<file path="src/fpet_pkg.sv">
// constants, register map and state codes of the flash program/erase timing controller
// What this block does
// RL1: wait at least 1 us after write enable before the next step
// RL2: wait at least 50 us after program setup before the program pulse
// RL3: program pulse lasts 30 us for writes 1-6, 200 us later, 10 us additional
// RL4: program pulse stays inside 28-32, 198-202 or 8-12 us
// RL5: program pulse repetitions limited, never above 1000
// RL6: wait at least 5 us after pulse clear before setup clear
// RL7: wait at least 5 us after setup clear before program verify
// RL8: wait at least 4 us after program verify before the dummy write
// RL9: wait at least 2 us after the dummy write before the verify read
// RL10: wait at least 2 us after verify clear before next pulse or exit
// RL11: wait at least 100 us after write enable clear before normal use
// RL12: wait at least 100 us after erase setup before the erase pulse
// RL13: erase pulse lasts 10 to 100 ms, at most 120 pulses per block
// RL14: wait at least 10 us after erase pulse clear before setup clear
// RL15: wait at least 10 us after erase setup clear before erase verify
// RL16: erase verify: 20 us before dummy write, then 2 us before read
// RL17: wait at least 4 us after erase verify clear before next step
// RL18: program 128-byte units, counted time covers only pulse intervals
// RL19: erase whole blocks, counted time covers only erase pulse intervals
// RL20: program order: enable, setup, pulse, clears, verify, repeat or disable
// RL21: erase order: enable, setup, pulse, clears, verify, repeat or disable
package fpet_pkg;
	localparam int unsigned CLK_MHZ = 10; // clock rate in MHz
	localparam int unsigned CYC_W   = 17; // width of every wait count except EZ_HI_CYC
	// program waits in microseconds
	localparam int unsigned T_WEN_US    = 1;
	localparam int unsigned T_PSETUP_US = 50;
	localparam int unsigned T_Z1_US     = 30;
	localparam int unsigned T_Z2_US     = 200;
	localparam int unsigned T_Z3_US     = 10;
	localparam int unsigned T_Z1_LO_US  = 28;
	localparam int unsigned T_Z1_HI_US  = 32;
	localparam int unsigned T_Z2_LO_US  = 198;
	localparam int unsigned T_Z2_HI_US  = 202;
	localparam int unsigned T_Z3_LO_US  = 8;
	localparam int unsigned T_Z3_HI_US  = 12;
	localparam int unsigned T_PALPHA_US = 5;
	localparam int unsigned T_PBETA_US  = 5;
	localparam int unsigned T_PGAMMA_US = 4;
	localparam int unsigned T_PEPS_US   = 2;
	localparam int unsigned T_PETA_US   = 2;
	localparam int unsigned T_WDIS_US   = 100;
	// erase waits in microseconds and milliseconds
	localparam int unsigned T_ESETUP_US = 100;
	localparam int unsigned T_EZ_LO_MS  = 10;
	localparam int unsigned T_EZ_HI_MS  = 100;
	localparam int unsigned T_EALPHA_US = 10;
	localparam int unsigned T_EBETA_US  = 10;
	localparam int unsigned T_EGAMMA_US = 20;
	localparam int unsigned T_EEPS_US   = 2;
	localparam int unsigned T_EETA_US   = 4;
	// waits as clock counts
	localparam logic [CYC_W-1:0] WEN_CYC    = CYC_W'(T_WEN_US * CLK_MHZ);
	localparam logic [CYC_W-1:0] PSETUP_CYC = CYC_W'(T_PSETUP_US * CLK_MHZ);
	localparam logic [CYC_W-1:0] Z1_CYC     = CYC_W'(T_Z1_US * CLK_MHZ);
	localparam logic [CYC_W-1:0] Z2_CYC     = CYC_W'(T_Z2_US * CLK_MHZ);
	localparam logic [CYC_W-1:0] Z3_CYC     = CYC_W'(T_Z3_US * CLK_MHZ);
	localparam logic [CYC_W-1:0] Z1_LO_CYC  = CYC_W'(T_Z1_LO_US * CLK_MHZ);
	localparam logic [CYC_W-1:0] Z1_HI_CYC  = CYC_W'(T_Z1_HI_US * CLK_MHZ);
	localparam logic [CYC_W-1:0] Z2_LO_CYC  = CYC_W'(T_Z2_LO_US * CLK_MHZ);
	localparam logic [CYC_W-1:0] Z2_HI_CYC  = CYC_W'(T_Z2_HI_US * CLK_MHZ);
	localparam logic [CYC_W-1:0] Z3_LO_CYC  = CYC_W'(T_Z3_LO_US * CLK_MHZ);
	localparam logic [CYC_W-1:0] Z3_HI_CYC  = CYC_W'(T_Z3_HI_US * CLK_MHZ);
	localparam logic [CYC_W-1:0] PALPHA_CYC = CYC_W'(T_PALPHA_US * CLK_MHZ);
	localparam logic [CYC_W-1:0] PBETA_CYC  = CYC_W'(T_PBETA_US * CLK_MHZ);
	localparam logic [CYC_W-1:0] PGAMMA_CYC = CYC_W'(T_PGAMMA_US * CLK_MHZ);
	localparam logic [CYC_W-1:0] PEPS_CYC   = CYC_W'(T_PEPS_US * CLK_MHZ);
	localparam logic [CYC_W-1:0] PETA_CYC   = CYC_W'(T_PETA_US * CLK_MHZ);
	localparam logic [CYC_W-1:0] WDIS_CYC   = CYC_W'(T_WDIS_US * CLK_MHZ);
	localparam logic [CYC_W-1:0] ESETUP_CYC = CYC_W'(T_ESETUP_US * CLK_MHZ);
	localparam logic [CYC_W-1:0] EZ_LO_CYC  = CYC_W'(T_EZ_LO_MS * 1000 * CLK_MHZ);
	localparam logic [CYC_W-1:0] EALPHA_CYC = CYC_W'(T_EALPHA_US * CLK_MHZ);
	localparam logic [CYC_W-1:0] EBETA_CYC  = CYC_W'(T_EBETA_US * CLK_MHZ);
	localparam logic [CYC_W-1:0] EGAMMA_CYC = CYC_W'(T_EGAMMA_US * CLK_MHZ);
	localparam logic [CYC_W-1:0] EEPS_CYC   = CYC_W'(T_EEPS_US * CLK_MHZ);
	localparam logic [CYC_W-1:0] EETA_CYC   = CYC_W'(T_EETA_US * CLK_MHZ);
	localparam int unsigned      EZ_HI_CYC  = T_EZ_HI_MS * 1000 * CLK_MHZ;
	// pulse limits and unit sizes
	localparam logic [9:0] PROG_MAX    = 10'h3E8; // 1000 pulses
	localparam logic [9:0] ERASE_MAX   = 10'h078; // 120 pulses
	localparam logic [9:0] EARLY_WRITES = 10'h006;
	localparam int unsigned UNIT_BYTES = 128;
	// register map, byte addresses
	localparam logic [7:0] REG_CTRL   = 8'h00;
	localparam logic [7:0] REG_LIMIT  = 8'h04;
	localparam logic [7:0] REG_STATUS = 8'h08;
	localparam logic [7:0] REG_PTIME  = 8'h0C;
	// field positions
	localparam int unsigned CTRL_PROG  = 0;
	localparam int unsigned CTRL_ERASE = 1;
	localparam int unsigned CTRL_ADDL  = 2;
	localparam int unsigned ST_BUSY    = 0;
	localparam int unsigned ST_DONE    = 1;
	localparam int unsigned ST_FAIL    = 2;
	localparam int unsigned ST_ERASE   = 3;
	localparam int unsigned ST_CNT_LSB = 16;
	localparam int unsigned LIM_E_LSB  = 16;
	// reset values and response codes
	localparam logic [31:0] LIMIT_RST = 32'h0078_03E8;
	localparam logic [1:0]  RESP_OKAY   = 2'h0;
	localparam logic [1:0]  RESP_SLVERR = 2'h2;
	// sequencer states, Gray coded along the usual path
	typedef enum logic [3:0] {
		S_IDLE  = 4'h0,
		S_WEN   = 4'h1,
		S_SETUP = 4'h3,
		S_PULSE = 4'h2,
		S_PCLR  = 4'h6,
		S_SCLR  = 4'h7,
		S_VSET  = 4'h5,
		S_DWR   = 4'h4,
		S_VRD   = 4'hC,
		S_WDIS  = 4'hD
	} fpet_state_type;
endpackage

</file>
<file path="src/fpet_wait_timer.sv">
// countdown timer that pulses once when a loaded wait has elapsed
`timescale 1ns/1ps
`default_nettype none
module fpet_wait_timer #(
	parameter int unsigned W = 17
) (
	input  wire logic         i_clk,
	input  wire logic         i_sys_rst,
	input  wire logic         i_load,
	input  wire logic [W-1:0] i_cycles,
	output var  logic         o_done
);
	logic [W-1:0] cnt_ff;
	logic         run_ff;
	logic         done_ff;

	// load restarts the count; done rises N edges after the load edge
	always_ff @(posedge i_clk) begin
		if (i_sys_rst) begin
			cnt_ff <= '0;
			run_ff <= 1'b0;
			done_ff <= 1'b0;
		end else if (i_load) begin
			cnt_ff <= i_cycles;
			run_ff <= 1'b1;
			done_ff <= 1'b0;
		end else if (run_ff) begin
			cnt_ff <= cnt_ff - W'(1);
			run_ff <= (cnt_ff != W'(1));
			done_ff <= (cnt_ff == W'(1));
		end else begin
			done_ff <= 1'b0;
		end
	end

	assign o_done = done_ff;
endmodule
`default_nettype wire

</file>
<file path="src/fpet_controller.sv">
// flash program/erase sequencer with an AXI4-Lite command and status port
//
// The AXI4-Lite register port and the placing of the registers were chosen for this implementation.
`timescale 1ns/1ps
`default_nettype none
module fpet_controller #(
	parameter logic [fpet_pkg::CYC_W-1:0] P_ERASE_PULSE_CYC = fpet_pkg::EZ_LO_CYC
) (
	input  wire logic        i_clk,
	input  wire logic        i_sys_rst,
	input  wire logic [7:0]  i_awaddr,
	input  wire logic        i_awvalid,
	output var  logic        o_awready,
	input  wire logic [31:0] i_wdata,
	input  wire logic [3:0]  i_wstrb,
	input  wire logic        i_wvalid,
	output var  logic        o_wready,
	output var  logic [1:0]  o_bresp,
	output var  logic        o_bvalid,
	input  wire logic        i_bready,
	input  wire logic [7:0]  i_araddr,
	input  wire logic        i_arvalid,
	output var  logic        o_arready,
	output var  logic [31:0] o_rdata,
	output var  logic [1:0]  o_rresp,
	output var  logic        o_rvalid,
	input  wire logic        i_rready,
	output var  logic        o_flash_write_enable_bit,
	output var  logic        o_program_setup_bit,
	output var  logic        o_program_pulse_bit,
	output var  logic        o_program_verify_bit,
	output var  logic        o_erase_setup_bit,
	output var  logic        o_erase_pulse_bit,
	output var  logic        o_erase_verify_bit,
	output var  logic        o_dummy_write,
	output var  logic        o_verify_read,
	input  wire logic        i_verify_pass
);
	localparam int unsigned W = fpet_pkg::CYC_W;

	fpet_pkg::fpet_state_type state_ff, nxt_state;
	logic         tmr_load, tmr_done;
	logic [W-1:0] tmr_cyc;
	logic         erase_ff, addl_ff, done_ff, fail_ff;
	logic         start_prog_ff, start_erase_ff;
	logic [9:0]   cnt_ff, lim;
	logic [31:0]  limit_ff, ptime_ff, ctrl_ff;
	logic         vpass_m_ff, vpass_s_ff;
	logic         aw_got_ff, w_got_ff, wr_fire;
	logic         nxt_aw_got, nxt_w_got, nxt_bvalid;
	logic [7:0]   awaddr_ff;
	logic [31:0]  wdata_ff, wmask, rd_word;
	logic [3:0]   wstrb_ff;
	logic         rd_hit, wr_hit;

	// two flops before the verify result is looked at
	always_ff @(posedge i_clk) begin
		if (i_sys_rst) begin
			vpass_m_ff <= 1'b0;
			vpass_s_ff <= 1'b0;
		end else begin
			vpass_m_ff <= i_verify_pass;
			vpass_s_ff <= vpass_m_ff;
		end
	end

	// pulse limit of the running mode, clamped to the device ceiling
	always_comb begin
		if (erase_ff) begin
			lim = limit_ff[fpet_pkg::LIM_E_LSB +: 10];
			if (lim > fpet_pkg::ERASE_MAX)
				lim = fpet_pkg::ERASE_MAX; // RL13
		end else begin
			lim = limit_ff[9:0];
			if (lim > fpet_pkg::PROG_MAX)
				lim = fpet_pkg::PROG_MAX; // RL5
		end
		if (lim == 10'h000)
			lim = 10'h001; // a zero limit still runs one pulse
	end

	// sequencer: each state but S_WDIS loads the wait that the next state must pass before its exit
	always_comb begin
		nxt_state = state_ff;
		tmr_load = 1'b0;
		tmr_cyc = fpet_pkg::WEN_CYC;
		case (state_ff)
			fpet_pkg::S_IDLE: begin
				if (start_prog_ff || start_erase_ff) begin
					nxt_state = fpet_pkg::S_WEN;
					tmr_load = 1'b1;
					tmr_cyc = fpet_pkg::WEN_CYC; // RL1
				end
			end
			fpet_pkg::S_WEN: begin
				if (tmr_done) begin
					nxt_state = fpet_pkg::S_SETUP; // RL20 RL21
					tmr_load = 1'b1;
					tmr_cyc = erase_ff ? fpet_pkg::ESETUP_CYC : fpet_pkg::PSETUP_CYC; // RL2 RL12
				end
			end
			fpet_pkg::S_SETUP: begin
				if (tmr_done) begin
					nxt_state = fpet_pkg::S_PULSE;
					tmr_load = 1'b1;
					if (erase_ff)
						tmr_cyc = P_ERASE_PULSE_CYC; // RL13
					else if (addl_ff)
						tmr_cyc = fpet_pkg::Z3_CYC; // RL3
					else if (cnt_ff < fpet_pkg::EARLY_WRITES)
						tmr_cyc = fpet_pkg::Z1_CYC; // RL3
					else
						tmr_cyc = fpet_pkg::Z2_CYC; // RL3
				end
			end
			fpet_pkg::S_PULSE: begin
				if (tmr_done) begin
					nxt_state = fpet_pkg::S_PCLR;
					tmr_load = 1'b1;
					tmr_cyc = erase_ff ? fpet_pkg::EALPHA_CYC : fpet_pkg::PALPHA_CYC; // RL6 RL14
				end
			end
			fpet_pkg::S_PCLR: begin
				if (tmr_done) begin
					nxt_state = fpet_pkg::S_SCLR;
					tmr_load = 1'b1;
					tmr_cyc = erase_ff ? fpet_pkg::EBETA_CYC : fpet_pkg::PBETA_CYC; // RL7 RL15
				end
			end
			fpet_pkg::S_SCLR: begin
				if (tmr_done) begin
					nxt_state = fpet_pkg::S_VSET;
					tmr_load = 1'b1;
					tmr_cyc = erase_ff ? fpet_pkg::EGAMMA_CYC : fpet_pkg::PGAMMA_CYC; // RL8 RL16
				end
			end
			fpet_pkg::S_VSET: begin
				if (tmr_done) begin
					nxt_state = fpet_pkg::S_DWR;
					tmr_load = 1'b1;
					tmr_cyc = erase_ff ? fpet_pkg::EEPS_CYC : fpet_pkg::PEPS_CYC; // RL9 RL16
				end
			end
			fpet_pkg::S_DWR: begin
				if (tmr_done) begin
					nxt_state = fpet_pkg::S_VRD;
					tmr_load = 1'b1;
					tmr_cyc = erase_ff ? fpet_pkg::EETA_CYC : fpet_pkg::PETA_CYC; // RL10 RL17
				end
			end
			fpet_pkg::S_VRD: begin
				if (tmr_done) begin
					tmr_load = 1'b1;
					if (vpass_s_ff || cnt_ff >= lim) begin
						nxt_state = fpet_pkg::S_WDIS;
						tmr_cyc = fpet_pkg::WDIS_CYC; // RL11
					end else begin
						nxt_state = fpet_pkg::S_SETUP; // RL20 RL21
						tmr_cyc = erase_ff ? fpet_pkg::ESETUP_CYC : fpet_pkg::PSETUP_CYC;
					end
				end
			end
			fpet_pkg::S_WDIS: begin
				if (tmr_done)
					nxt_state = fpet_pkg::S_IDLE; // RL11
			end
			default: nxt_state = fpet_pkg::S_IDLE;
		endcase
	end

	fpet_wait_timer #(
		.W (W)
	) u_timer (
		.i_clk     (i_clk),
		.i_sys_rst (i_sys_rst),
		.i_load    (tmr_load),
		.i_cycles  (tmr_cyc),
		.o_done    (tmr_done)
	);

	// state, mode, pulse count and outcome
	always_ff @(posedge i_clk) begin
		if (i_sys_rst) begin
			state_ff <= fpet_pkg::S_IDLE;
			erase_ff <= 1'b0;
			addl_ff <= 1'b0;
			cnt_ff <= '0;
			done_ff <= 1'b0;
			fail_ff <= 1'b0;
		end else begin
			state_ff <= nxt_state;
			if (state_ff == fpet_pkg::S_IDLE && nxt_state == fpet_pkg::S_WEN) begin
				erase_ff <= !start_prog_ff;
				addl_ff <= ctrl_ff[fpet_pkg::CTRL_ADDL];
				cnt_ff <= '0;
				done_ff <= 1'b0;
				fail_ff <= 1'b0;
			end
			if (nxt_state == fpet_pkg::S_PULSE && state_ff != fpet_pkg::S_PULSE)
				cnt_ff <= cnt_ff + 10'h001; // RL5 RL13
			if (state_ff == fpet_pkg::S_VRD && nxt_state == fpet_pkg::S_WDIS)
				fail_ff <= !vpass_s_ff;
			if (state_ff == fpet_pkg::S_WDIS && nxt_state == fpet_pkg::S_IDLE)
				done_ff <= 1'b1;
		end
	end

	// flash mode pins follow the next state, so each comes from a flop
	always_ff @(posedge i_clk) begin
		if (i_sys_rst) begin
			o_flash_write_enable_bit <= 1'b0;
			o_program_setup_bit <= 1'b0;
			o_program_pulse_bit <= 1'b0;
			o_program_verify_bit <= 1'b0;
			o_erase_setup_bit <= 1'b0;
			o_erase_pulse_bit <= 1'b0;
			o_erase_verify_bit <= 1'b0;
			o_dummy_write <= 1'b0;
			o_verify_read <= 1'b0;
		end else begin
			o_flash_write_enable_bit <= nxt_state != fpet_pkg::S_IDLE &&
				nxt_state != fpet_pkg::S_WDIS;
			o_program_setup_bit <= !erase_ff && (nxt_state == fpet_pkg::S_SETUP ||
				nxt_state == fpet_pkg::S_PULSE || nxt_state == fpet_pkg::S_PCLR);
			o_erase_setup_bit <= erase_ff && (nxt_state == fpet_pkg::S_SETUP ||
				nxt_state == fpet_pkg::S_PULSE || nxt_state == fpet_pkg::S_PCLR);
			o_program_pulse_bit <= !erase_ff && nxt_state == fpet_pkg::S_PULSE;
			o_erase_pulse_bit <= erase_ff && nxt_state == fpet_pkg::S_PULSE;
			o_program_verify_bit <= !erase_ff && (nxt_state == fpet_pkg::S_VSET ||
				nxt_state == fpet_pkg::S_DWR);
			o_erase_verify_bit <= erase_ff && (nxt_state == fpet_pkg::S_VSET ||
				nxt_state == fpet_pkg::S_DWR);
			o_dummy_write <= state_ff == fpet_pkg::S_VSET && nxt_state == fpet_pkg::S_DWR;
			o_verify_read <= state_ff == fpet_pkg::S_DWR && nxt_state == fpet_pkg::S_VRD;
		end
	end

	// counted time: only cycles with a pulse bit high are summed
	always_ff @(posedge i_clk) begin
		if (i_sys_rst)
			ptime_ff <= '0;
		else if (state_ff == fpet_pkg::S_IDLE && nxt_state == fpet_pkg::S_WEN)
			ptime_ff <= '0;
		else if ((o_program_pulse_bit || o_erase_pulse_bit) && ptime_ff != 32'hFFFF_FFFF)
			ptime_ff <= ptime_ff + 32'h0000_0001; // RL18 RL19
	end

	// write channel: address and data taken in either order, then answered
	assign wr_fire = aw_got_ff && w_got_ff;
	assign wmask = {{8{wstrb_ff[3]}}, {8{wstrb_ff[2]}}, {8{wstrb_ff[1]}}, {8{wstrb_ff[0]}}};
	assign wr_hit = awaddr_ff == fpet_pkg::REG_CTRL || awaddr_ff == fpet_pkg::REG_LIMIT ||
		awaddr_ff == fpet_pkg::REG_STATUS || awaddr_ff == fpet_pkg::REG_PTIME;
	always_comb begin
		nxt_aw_got = aw_got_ff || (i_awvalid && o_awready);
		nxt_w_got = w_got_ff || (i_wvalid && o_wready);
		nxt_bvalid = o_bvalid && !i_bready;
		if (wr_fire) begin
			nxt_aw_got = 1'b0;
			nxt_w_got = 1'b0;
			nxt_bvalid = 1'b1;
		end
	end

	always_ff @(posedge i_clk) begin
		if (i_sys_rst) begin
			aw_got_ff <= 1'b0;
			w_got_ff <= 1'b0;
			awaddr_ff <= '0;
			wdata_ff <= '0;
			wstrb_ff <= '0;
			o_awready <= 1'b0;
			o_wready <= 1'b0;
			o_bvalid <= 1'b0;
			o_bresp <= fpet_pkg::RESP_OKAY;
		end else begin
			aw_got_ff <= nxt_aw_got;
			w_got_ff <= nxt_w_got;
			o_bvalid <= nxt_bvalid;
			o_awready <= !nxt_aw_got && !nxt_bvalid;
			o_wready <= !nxt_w_got && !nxt_bvalid;
			if (i_awvalid && o_awready)
				awaddr_ff <= i_awaddr;
			if (i_wvalid && o_wready) begin
				wdata_ff <= i_wdata;
				wstrb_ff <= i_wstrb;
			end
			if (wr_fire)
				o_bresp <= wr_hit ? fpet_pkg::RESP_OKAY : fpet_pkg::RESP_SLVERR;
		end
	end

	// own registers: control pulses start a sequence only while idle
	always_ff @(posedge i_clk) begin
		if (i_sys_rst) begin
			ctrl_ff <= '0;
			limit_ff <= fpet_pkg::LIMIT_RST;
			start_prog_ff <= 1'b0;
			start_erase_ff <= 1'b0;
		end else begin
			start_prog_ff <= 1'b0;
			start_erase_ff <= 1'b0;
			if (wr_fire && awaddr_ff == fpet_pkg::REG_CTRL && wstrb_ff[0]) begin
				ctrl_ff[fpet_pkg::CTRL_ADDL] <= wdata_ff[fpet_pkg::CTRL_ADDL];
				start_prog_ff <= wdata_ff[fpet_pkg::CTRL_PROG];
				start_erase_ff <= wdata_ff[fpet_pkg::CTRL_ERASE];
			end
			if (wr_fire && awaddr_ff == fpet_pkg::REG_LIMIT)
				limit_ff <= ((limit_ff & ~wmask) | (wdata_ff & wmask)) & 32'h03FF_03FF;
		end
	end

	// read mux over the own registers
	assign rd_hit = i_araddr == fpet_pkg::REG_CTRL || i_araddr == fpet_pkg::REG_LIMIT ||
		i_araddr == fpet_pkg::REG_STATUS || i_araddr == fpet_pkg::REG_PTIME;
	always_comb begin
		rd_word = '0;
		case (i_araddr)
			fpet_pkg::REG_CTRL: rd_word = ctrl_ff;
			fpet_pkg::REG_LIMIT: rd_word = limit_ff;
			fpet_pkg::REG_STATUS: begin
				rd_word[fpet_pkg::ST_BUSY] = state_ff != fpet_pkg::S_IDLE;
				rd_word[fpet_pkg::ST_DONE] = done_ff;
				rd_word[fpet_pkg::ST_FAIL] = fail_ff;
				rd_word[fpet_pkg::ST_ERASE] = erase_ff;
				rd_word[fpet_pkg::ST_CNT_LSB +: 10] = cnt_ff;
			end
			fpet_pkg::REG_PTIME: rd_word = ptime_ff;
			default: rd_word = '0;
		endcase
	end

	// read channel: answer on the same edge that takes the address
	always_ff @(posedge i_clk) begin
		if (i_sys_rst) begin
			o_arready <= 1'b0;
			o_rvalid <= 1'b0;
			o_rdata <= '0;
			o_rresp <= fpet_pkg::RESP_OKAY;
		end else if (i_arvalid && o_arready) begin
			o_arready <= 1'b0;
			o_rvalid <= 1'b1;
			o_rdata <= rd_word;
			o_rresp <= rd_hit ? fpet_pkg::RESP_OKAY : fpet_pkg::RESP_SLVERR;
		end else if (o_rvalid && i_rready) begin
			o_rvalid <= 1'b0;
			o_arready <= 1'b1;
		end else if (!o_rvalid) begin
			o_arready <= 1'b1;
		end
	end

	// cycles since the flash pins last changed, counting only rises of dummy write and verify read
	logic [8:0]   pins, pins_ff;
	logic [W-1:0] gap_ff;
	logic         win_ok;
	assign pins = {o_flash_write_enable_bit, o_program_setup_bit, o_program_pulse_bit,
		o_program_verify_bit, o_erase_setup_bit, o_erase_pulse_bit, o_erase_verify_bit,
		o_dummy_write, o_verify_read};
	always_ff @(posedge i_clk) begin
		if (i_sys_rst) begin
			pins_ff <= '0;
			gap_ff <= '0;
		end else begin
			pins_ff <= pins;
			if (pins[8:2] != pins_ff[8:2] || (pins[1:0] & ~pins_ff[1:0]) != 2'h0)
				gap_ff <= W'(1);
			else if (gap_ff != {W{1'b1}})
				gap_ff <= gap_ff + W'(1);
		end
	end
	assign win_ok = addl_ff ? (gap_ff >= fpet_pkg::Z3_LO_CYC && gap_ff <= fpet_pkg::Z3_HI_CYC) :
		(cnt_ff <= fpet_pkg::EARLY_WRITES) ?
		(gap_ff >= fpet_pkg::Z1_LO_CYC && gap_ff <= fpet_pkg::Z1_HI_CYC) :
		(gap_ff >= fpet_pkg::Z2_LO_CYC && gap_ff <= fpet_pkg::Z2_HI_CYC);
endmodule
`default_nettype wire

</file>
<file path="config.mk">
export PLATFORM = sky130hd
export DESIGN_NAME = fpet_controller
export DESIGN_NICKNAME = d
export VERILOG_FILES = /design/src/fpet_pkg.sv /design/src/fpet_wait_timer.sv /design/src/fpet_controller.sv
export SDC_FILE = /design/constraint.sdc
export NUM_CORES = 1
export LEC_CHECK = 0
export BUFFER_PORTS_ARGS = -buffer_cell sky130_fd_sc_hd__buf_2
export CAP_MARGIN = 20
export CORE_ASPECT_RATIO = 1.1
export CORE_MARGIN = 2
export CORE_UTILIZATION = 50
export DETAILED_ROUTE_END_ITERATION = 8
export PLACE_DENSITY = 0.74
export SLEW_MARGIN = 10
export SYNTH_ARGS = -nofsm -noshare
export SYNTH_HDL_FRONTEND = slang
export SYNTH_SLANG_ARGS = --single-unit
</file>
<file path="constraint.sdc">
create_clock -name i_clk -period 2.86 [get_ports i_clk]
set_input_delay 0.572 -clock i_clk [delete_from_list [all_inputs] [get_ports i_clk]]
set_output_delay 0.572 -clock i_clk [all_outputs]
set_load 0.05 [all_outputs]
</file>
[Word level (Yosys, flattened, before mapping)]
Index checks and enable logic that the tools add are counted.
W data, S select, Z words.
Operators by class
  $add $sub $neg: 3
  $lt $le $gt $ge: 4
  equal/unequal tests: 29
  muxes and demuxes: 57
  bitwise gates (word level): 6
  reduce and logical (&&, ||, !) cells: 64
Operators with widths (count)
  $pmux W17 S7: 1
  $mux W10: 10
  $mux W17: 4
  $and A26 B26 Y26: 2
  $mux W4: 11
  $pmux W4 S10: 1
  $add A32 B1 Y32 const B: 1
  $eq A8 B4 Y1 const B: 4
  $ne A32 B32 Y1 const B: 1
  $pmux W10 S3: 1
  $eq A4 B3 Y1 const B: 7
  $not A26 Y26: 1
  $or A26 B26 Y26: 1
  $logic_and A1 B1 Y1: 25
  $pmux W12 S2: 1
  $mux W11: 2
  $mux W6: 3
  $eq A17 B1 Y1 const B: 1
  $ne A17 B1 Y1 const B: 1
  $sub A17 B1 Y17 const B: 1
  $eq A4 B2 Y1 const B: 4
  $eq A4 B4 Y1 const B: 4
  $eq A8 B3 Y1 const B: 2
  $logic_not A8 Y1: 2
  other kinds (26): 72
Word-level totals
  flip-flop bits (word level): 184
  input bits: 60
  output and inout port bits: 50
  logic and storage cells: 201

[Logic depth before layout (Yosys ltp)]
  depth after elaboration: 14
  depth in mapped cells: 14
  gate-level depth less buffers: 13

[Modules after synthesis]
From an unflattened synthesis, not the netlist that was laid out.
Unflattened totals
  cell total of the unflattened synthesis: 1051
  area, all modules: 8579.5 um2
Modules (own cells, without submodules)
  fpet_controller: times used 1, cells each 919, area each 7474.7 um2, seq. area each 3143.0 um2
  fpet_wait_timer: times used 1, cells each 132, area each 1104.8 um2, seq. area each 380.4 um2

[Worst setup path before layout]
Ideal clock, no wire load.
  kind: reg-to-reg
  from: register erase_ff
  to: register o_erase_pulse_bit
  arrival time: 3.074 ns
  data required time: 2.780 ns
  slack: -0.294 ns
  stages on the path, launching flop included: 15
  buffers on the path: 1
  cells stage by stage: dfxtp_1 -> buf_2 -> clkinv_1 -> or4_1 -> o32ai_1 -> and4_1 -> nand4_1 -> nand2_1 -> ha_1 -> nand2b_1 -> a21o_1 -> a21o_1 -> or3_1 -> a21o_1 -> nor3b_1
On the way
  word-level cells in the longest chain between the ends: 10
Ends and longest elaborated chain
  start: declaration: RTL line fpet_controller.sv:44  | logic erase_ff, addl_ff, done_ff, fail_ff;
  start signal: assignment: RTL line fpet_controller.sv:193  | erase_ff <= !start_prog_ff;
  $mux W10: RTL line fpet_controller.sv:69  | if (erase_ff) begin
  $logic_not A10 Y1: RTL line fpet_controller.sv:78  | if (lim == 10'h000)
  $mux W10: RTL line fpet_controller.sv:78
  $ge A10 B10 Y1: RTL line fpet_controller.sv:154  | if (vpass_s_ff || cnt_ff >= lim) begin
  $logic_or A1 B1 Y1: RTL line fpet_controller.sv:154
  $mux W4: RTL line fpet_controller.sv:154
  $mux W4: RTL line fpet_controller.sv:152  | if (tmr_done) begin
  $pmux W4 S10: RTL line fpet_controller.sv:87  | case (state_ff)
  $eq A4 B2 Y1: RTL line fpet_controller.sv:228  | o_erase_pulse_bit <= erase_ff && nxt_state == fpet_pkg::S_PULSE;
  $logic_and A1 B1 Y1 (*): RTL line fpet_controller.sv:228
  end signal: assignment: RTL line fpet_controller.sv:228
  end: declaration: RTL line fpet_controller.sv:33  | output var logic o_erase_pulse_bit,
Mark *: on every way between the ends. The rest lies on a longest branch, timed or not.
A chain may end at the register's enable or synchronous reset.

==> run metrics <==
status=finished, violations left; failing checks=setup timing; setup TNS=-805 ps; Synth Flop Type=dfxtp_1; Rows=48; part of the Yosys area used for sequential elements=43.2%; first-pass iteration count of the detailed router=5; Final WS setup=-134 ps; per-cell routed wire length=about 16 um; Sink Count=approximately 180; GRT Resource Usage Total=23.7%; synth warn=0; htree depth=4; hold path start=i_verify_pass; clock slew at reported path FFs=70 ps; setup slack, reg-to-reg=-130 ps; placed cell count=1279; initial antenna violation count=0; first-pass GRT wire length=~34000 um; Max Slew Vio Count=0; Core ar.=between 15000 and 20000 um^2; Worst Path Max Fanout=5; Yosys reg bits=around 180; DRT iter0 DRCs=around 500; commonest cells after routing, fill and taps aside=dfxtp_1, nand2_1, buf_2; Initial Util=approximately 50%; startpoint types=flop; Hold Path Class=input port to flop; final hold vios=0; detailed placer's ending HPWL=14700 um; Via density=~5.7; Final GP Congestion=roughly 0.88; Layout Cells excl Fill=roughly 1300; full die area=about 17000 um^2; Worst Tran Pin Value=slightly below 800 ps; vias in the first global route=6983; Setup Viol. Count Final=10; Min-Delay Path Depth=2; grt total ovfl=0; most common cell after layout, fill and taps aside=dfxtp_1; Avg Inst Size Synth=8.24 um^2; FMAX=~330 MHz; number of max-cap violations=0; final period utilization=105%; number of buffers created by CTS=17; CTS tree=done; # IOs=110; max_slew headroom=47.2%; Worst Path Arrival=around 3400 ps; largest net degree at the start of global routing=45; post-detailed-route count of antenna-violating nets=0; wirelength, routed=20500 um; RSZ-0062 raised after global routing=yes; n_diodes=0; WHS Endpoint=vpass_m_ff$_SDFF_PP0_; asr flop ratio synth=0%; Tmin final=around 3000 ps; Die W=between 100 and 150 um; Fillers=between 1000 and 1500; Synth cell types=just under 70; Worst Setup End Kind=flop; Port Buffers=95; root buf cell=clkbuf_16; layout cells sized above 1=about a fifth; Synth Cell Area=about 8200 um^2; clock buffer depth=2; DRC viols=0; nets=around 1200; Setup CP Type=flop to flop; Area Growth Syn to Fin=19.3%; Peak supply drop=0.439 mV; Syn Inst Count=about 990; number of cells on the worst reg-to-reg path=12; P per Cell Area=~510 nW/um^2; vias post-DR=between 7000 and 8000; Critical R2R Capture=o_erase_pulse_bit$_SDFF_PP0_; LEAKAGE=3.95 nW; Die Y=around 140 um; Req. time, crit path=approximately 3200 ps; Clock Skews=slightly below 9 ps; worst skew pair latency=around 430 ps; number of synthesized flops with an enable pin=0
-- cells in the mapped netlist (all sizes together), types with 7 or more instances --
library cell	count	area share, %
dfxtp	176	43
nand2	153	7.0
nor2	94	4.4
a21oi	89	5.5
o21ai	41	2.5
clkbuf	39	1.9
nand3	38	2.4
nor3	36	2.2
nand4	26	2.2
mux2i	23	2.8
xor2	23	2.5
xnor2	19	2.0
buf	18	1.0
a22o	14	1.5
ha	14	2.1
inv	14	0.64
nor4	14	1.3
and3	11	0.84
and2	10	0.77
nand3b	10	0.92
nor2b	10	0.77
and4	8	0.89
a211oi	7	0.64
a21o	7	0.64
nand2b	7	0.54
o211ai	7	0.64
or4	7	0.64
-- kinds of logic after synthesis --
family                   count (synthesis)  synth area share (%)
multiplexers                            27                  3.51
flip-flops                             176                  43.2
XOR/XNOR                                42                  4.51
AO/OA/AOI/OAI                          212                  16.0
buffers and inverters                   72                  3.64
adder cells (fa/ha/maj)                 14                  2.15
AND/OR/NAND/NOR                        445                  26.9
other                                    1                0.0460
-- per-layer routing --
metal  part of all wire, %  wire length (um)  track usage, %  vias to the layer above
met1                    43              8830            29.6                     3467
li1                      -                 -               -                     3734
met3                   5.7              1170            4.86                       50
met5                     0                 0               0                        -
met2                    48              9940            39.8                      270
met4                   2.8               581            11.2                        0
-- what timing repair did --
item                       in CTS  in global routing
resized for setup               3                 14
setup endpoints to repair      12                 17
pin swaps                       4                  7
setup buffers                   1                  1
hold buffers                    0                  0
-- layout make-up --
| type | count | area [um^2] | area share [%] |
|---|---|---|---|
| clock buffer | 20 | 447 | 4.59 |
| multi-input combinational | 742 | 4450 | 45.8 |
| timing repair buffer | 148 | 886 | 9.11 |
| clock inverter | 12 | 100 | 1.03 |
| inverter | 15 | 61.3 | 0.631 |
| sequential | 176 | 3520 | 36.3 |
| tap | 200 | 250 | 2.57 |
-- power by group --
| group | internal, mW | total (mW) | switching, mW |
|---|---|---|---|
| Sequential | 2.49 | 2.51 | 0.0247 |
| Clock | 1.15 | 2.17 | 1.02 |
| Combinational | 0.0947 | 0.274 | 0.179 |
-- how the worst max path moves through the flow --
stage / from / endpoint / slack (ps) / cells after the start
floorplan: erase_ff$_SDFFE_PP0P_ / o_verify_read$_SDFF_PP0_ / -30 / 14
global placement: erase_ff$_SDFFE_PP0P_ / o_program_pulse_bit$_SDFF_PP0_ / -80 / 13
detailed placement: erase_ff$_SDFFE_PP0P_ / o_erase_pulse_bit$_SDFF_PP0_ / -150 / 13
CTS: flop / o_erase_pulse_bit$_SDFF_PP0_ / -100 / 12
global route: flop / o_program_pulse_bit$_SDFF_PP0_ / -290 / 12
finish: flop / o_erase_pulse_bit$_SDFF_PP0_ / -130 / 12
-- worst max-delay path, stage by stage, from the launching register on --
cell	delay, ps
dfxtp_1	310
or4_4	600
o22ai_2	150
and4_1	200
nand4_1	100
nand2_1	80
ha_1	220
nand2b_4	130
a21o_1	180
a21o_1	200
or3_4	340
a21o_4	230
nor3b_2	160
-- through the flow --
stage               utilization, %  total power [mW]  worst slack (ps)  hold slack [ps]  cell area, um^2
finish                        61.3              4.96              -134              348             9720
floorplan                        -              2.75             -28.0              414             8190
global placement              57.2              2.83             -84.9              422             9070
global route                  61.3              5.13              -286              344             9720
CTS                           60.8              4.99              -105              334             9640
detailed placement            57.2              2.84              -146              434             9070
No activity file was read; power rests on OpenSTA's default activity.
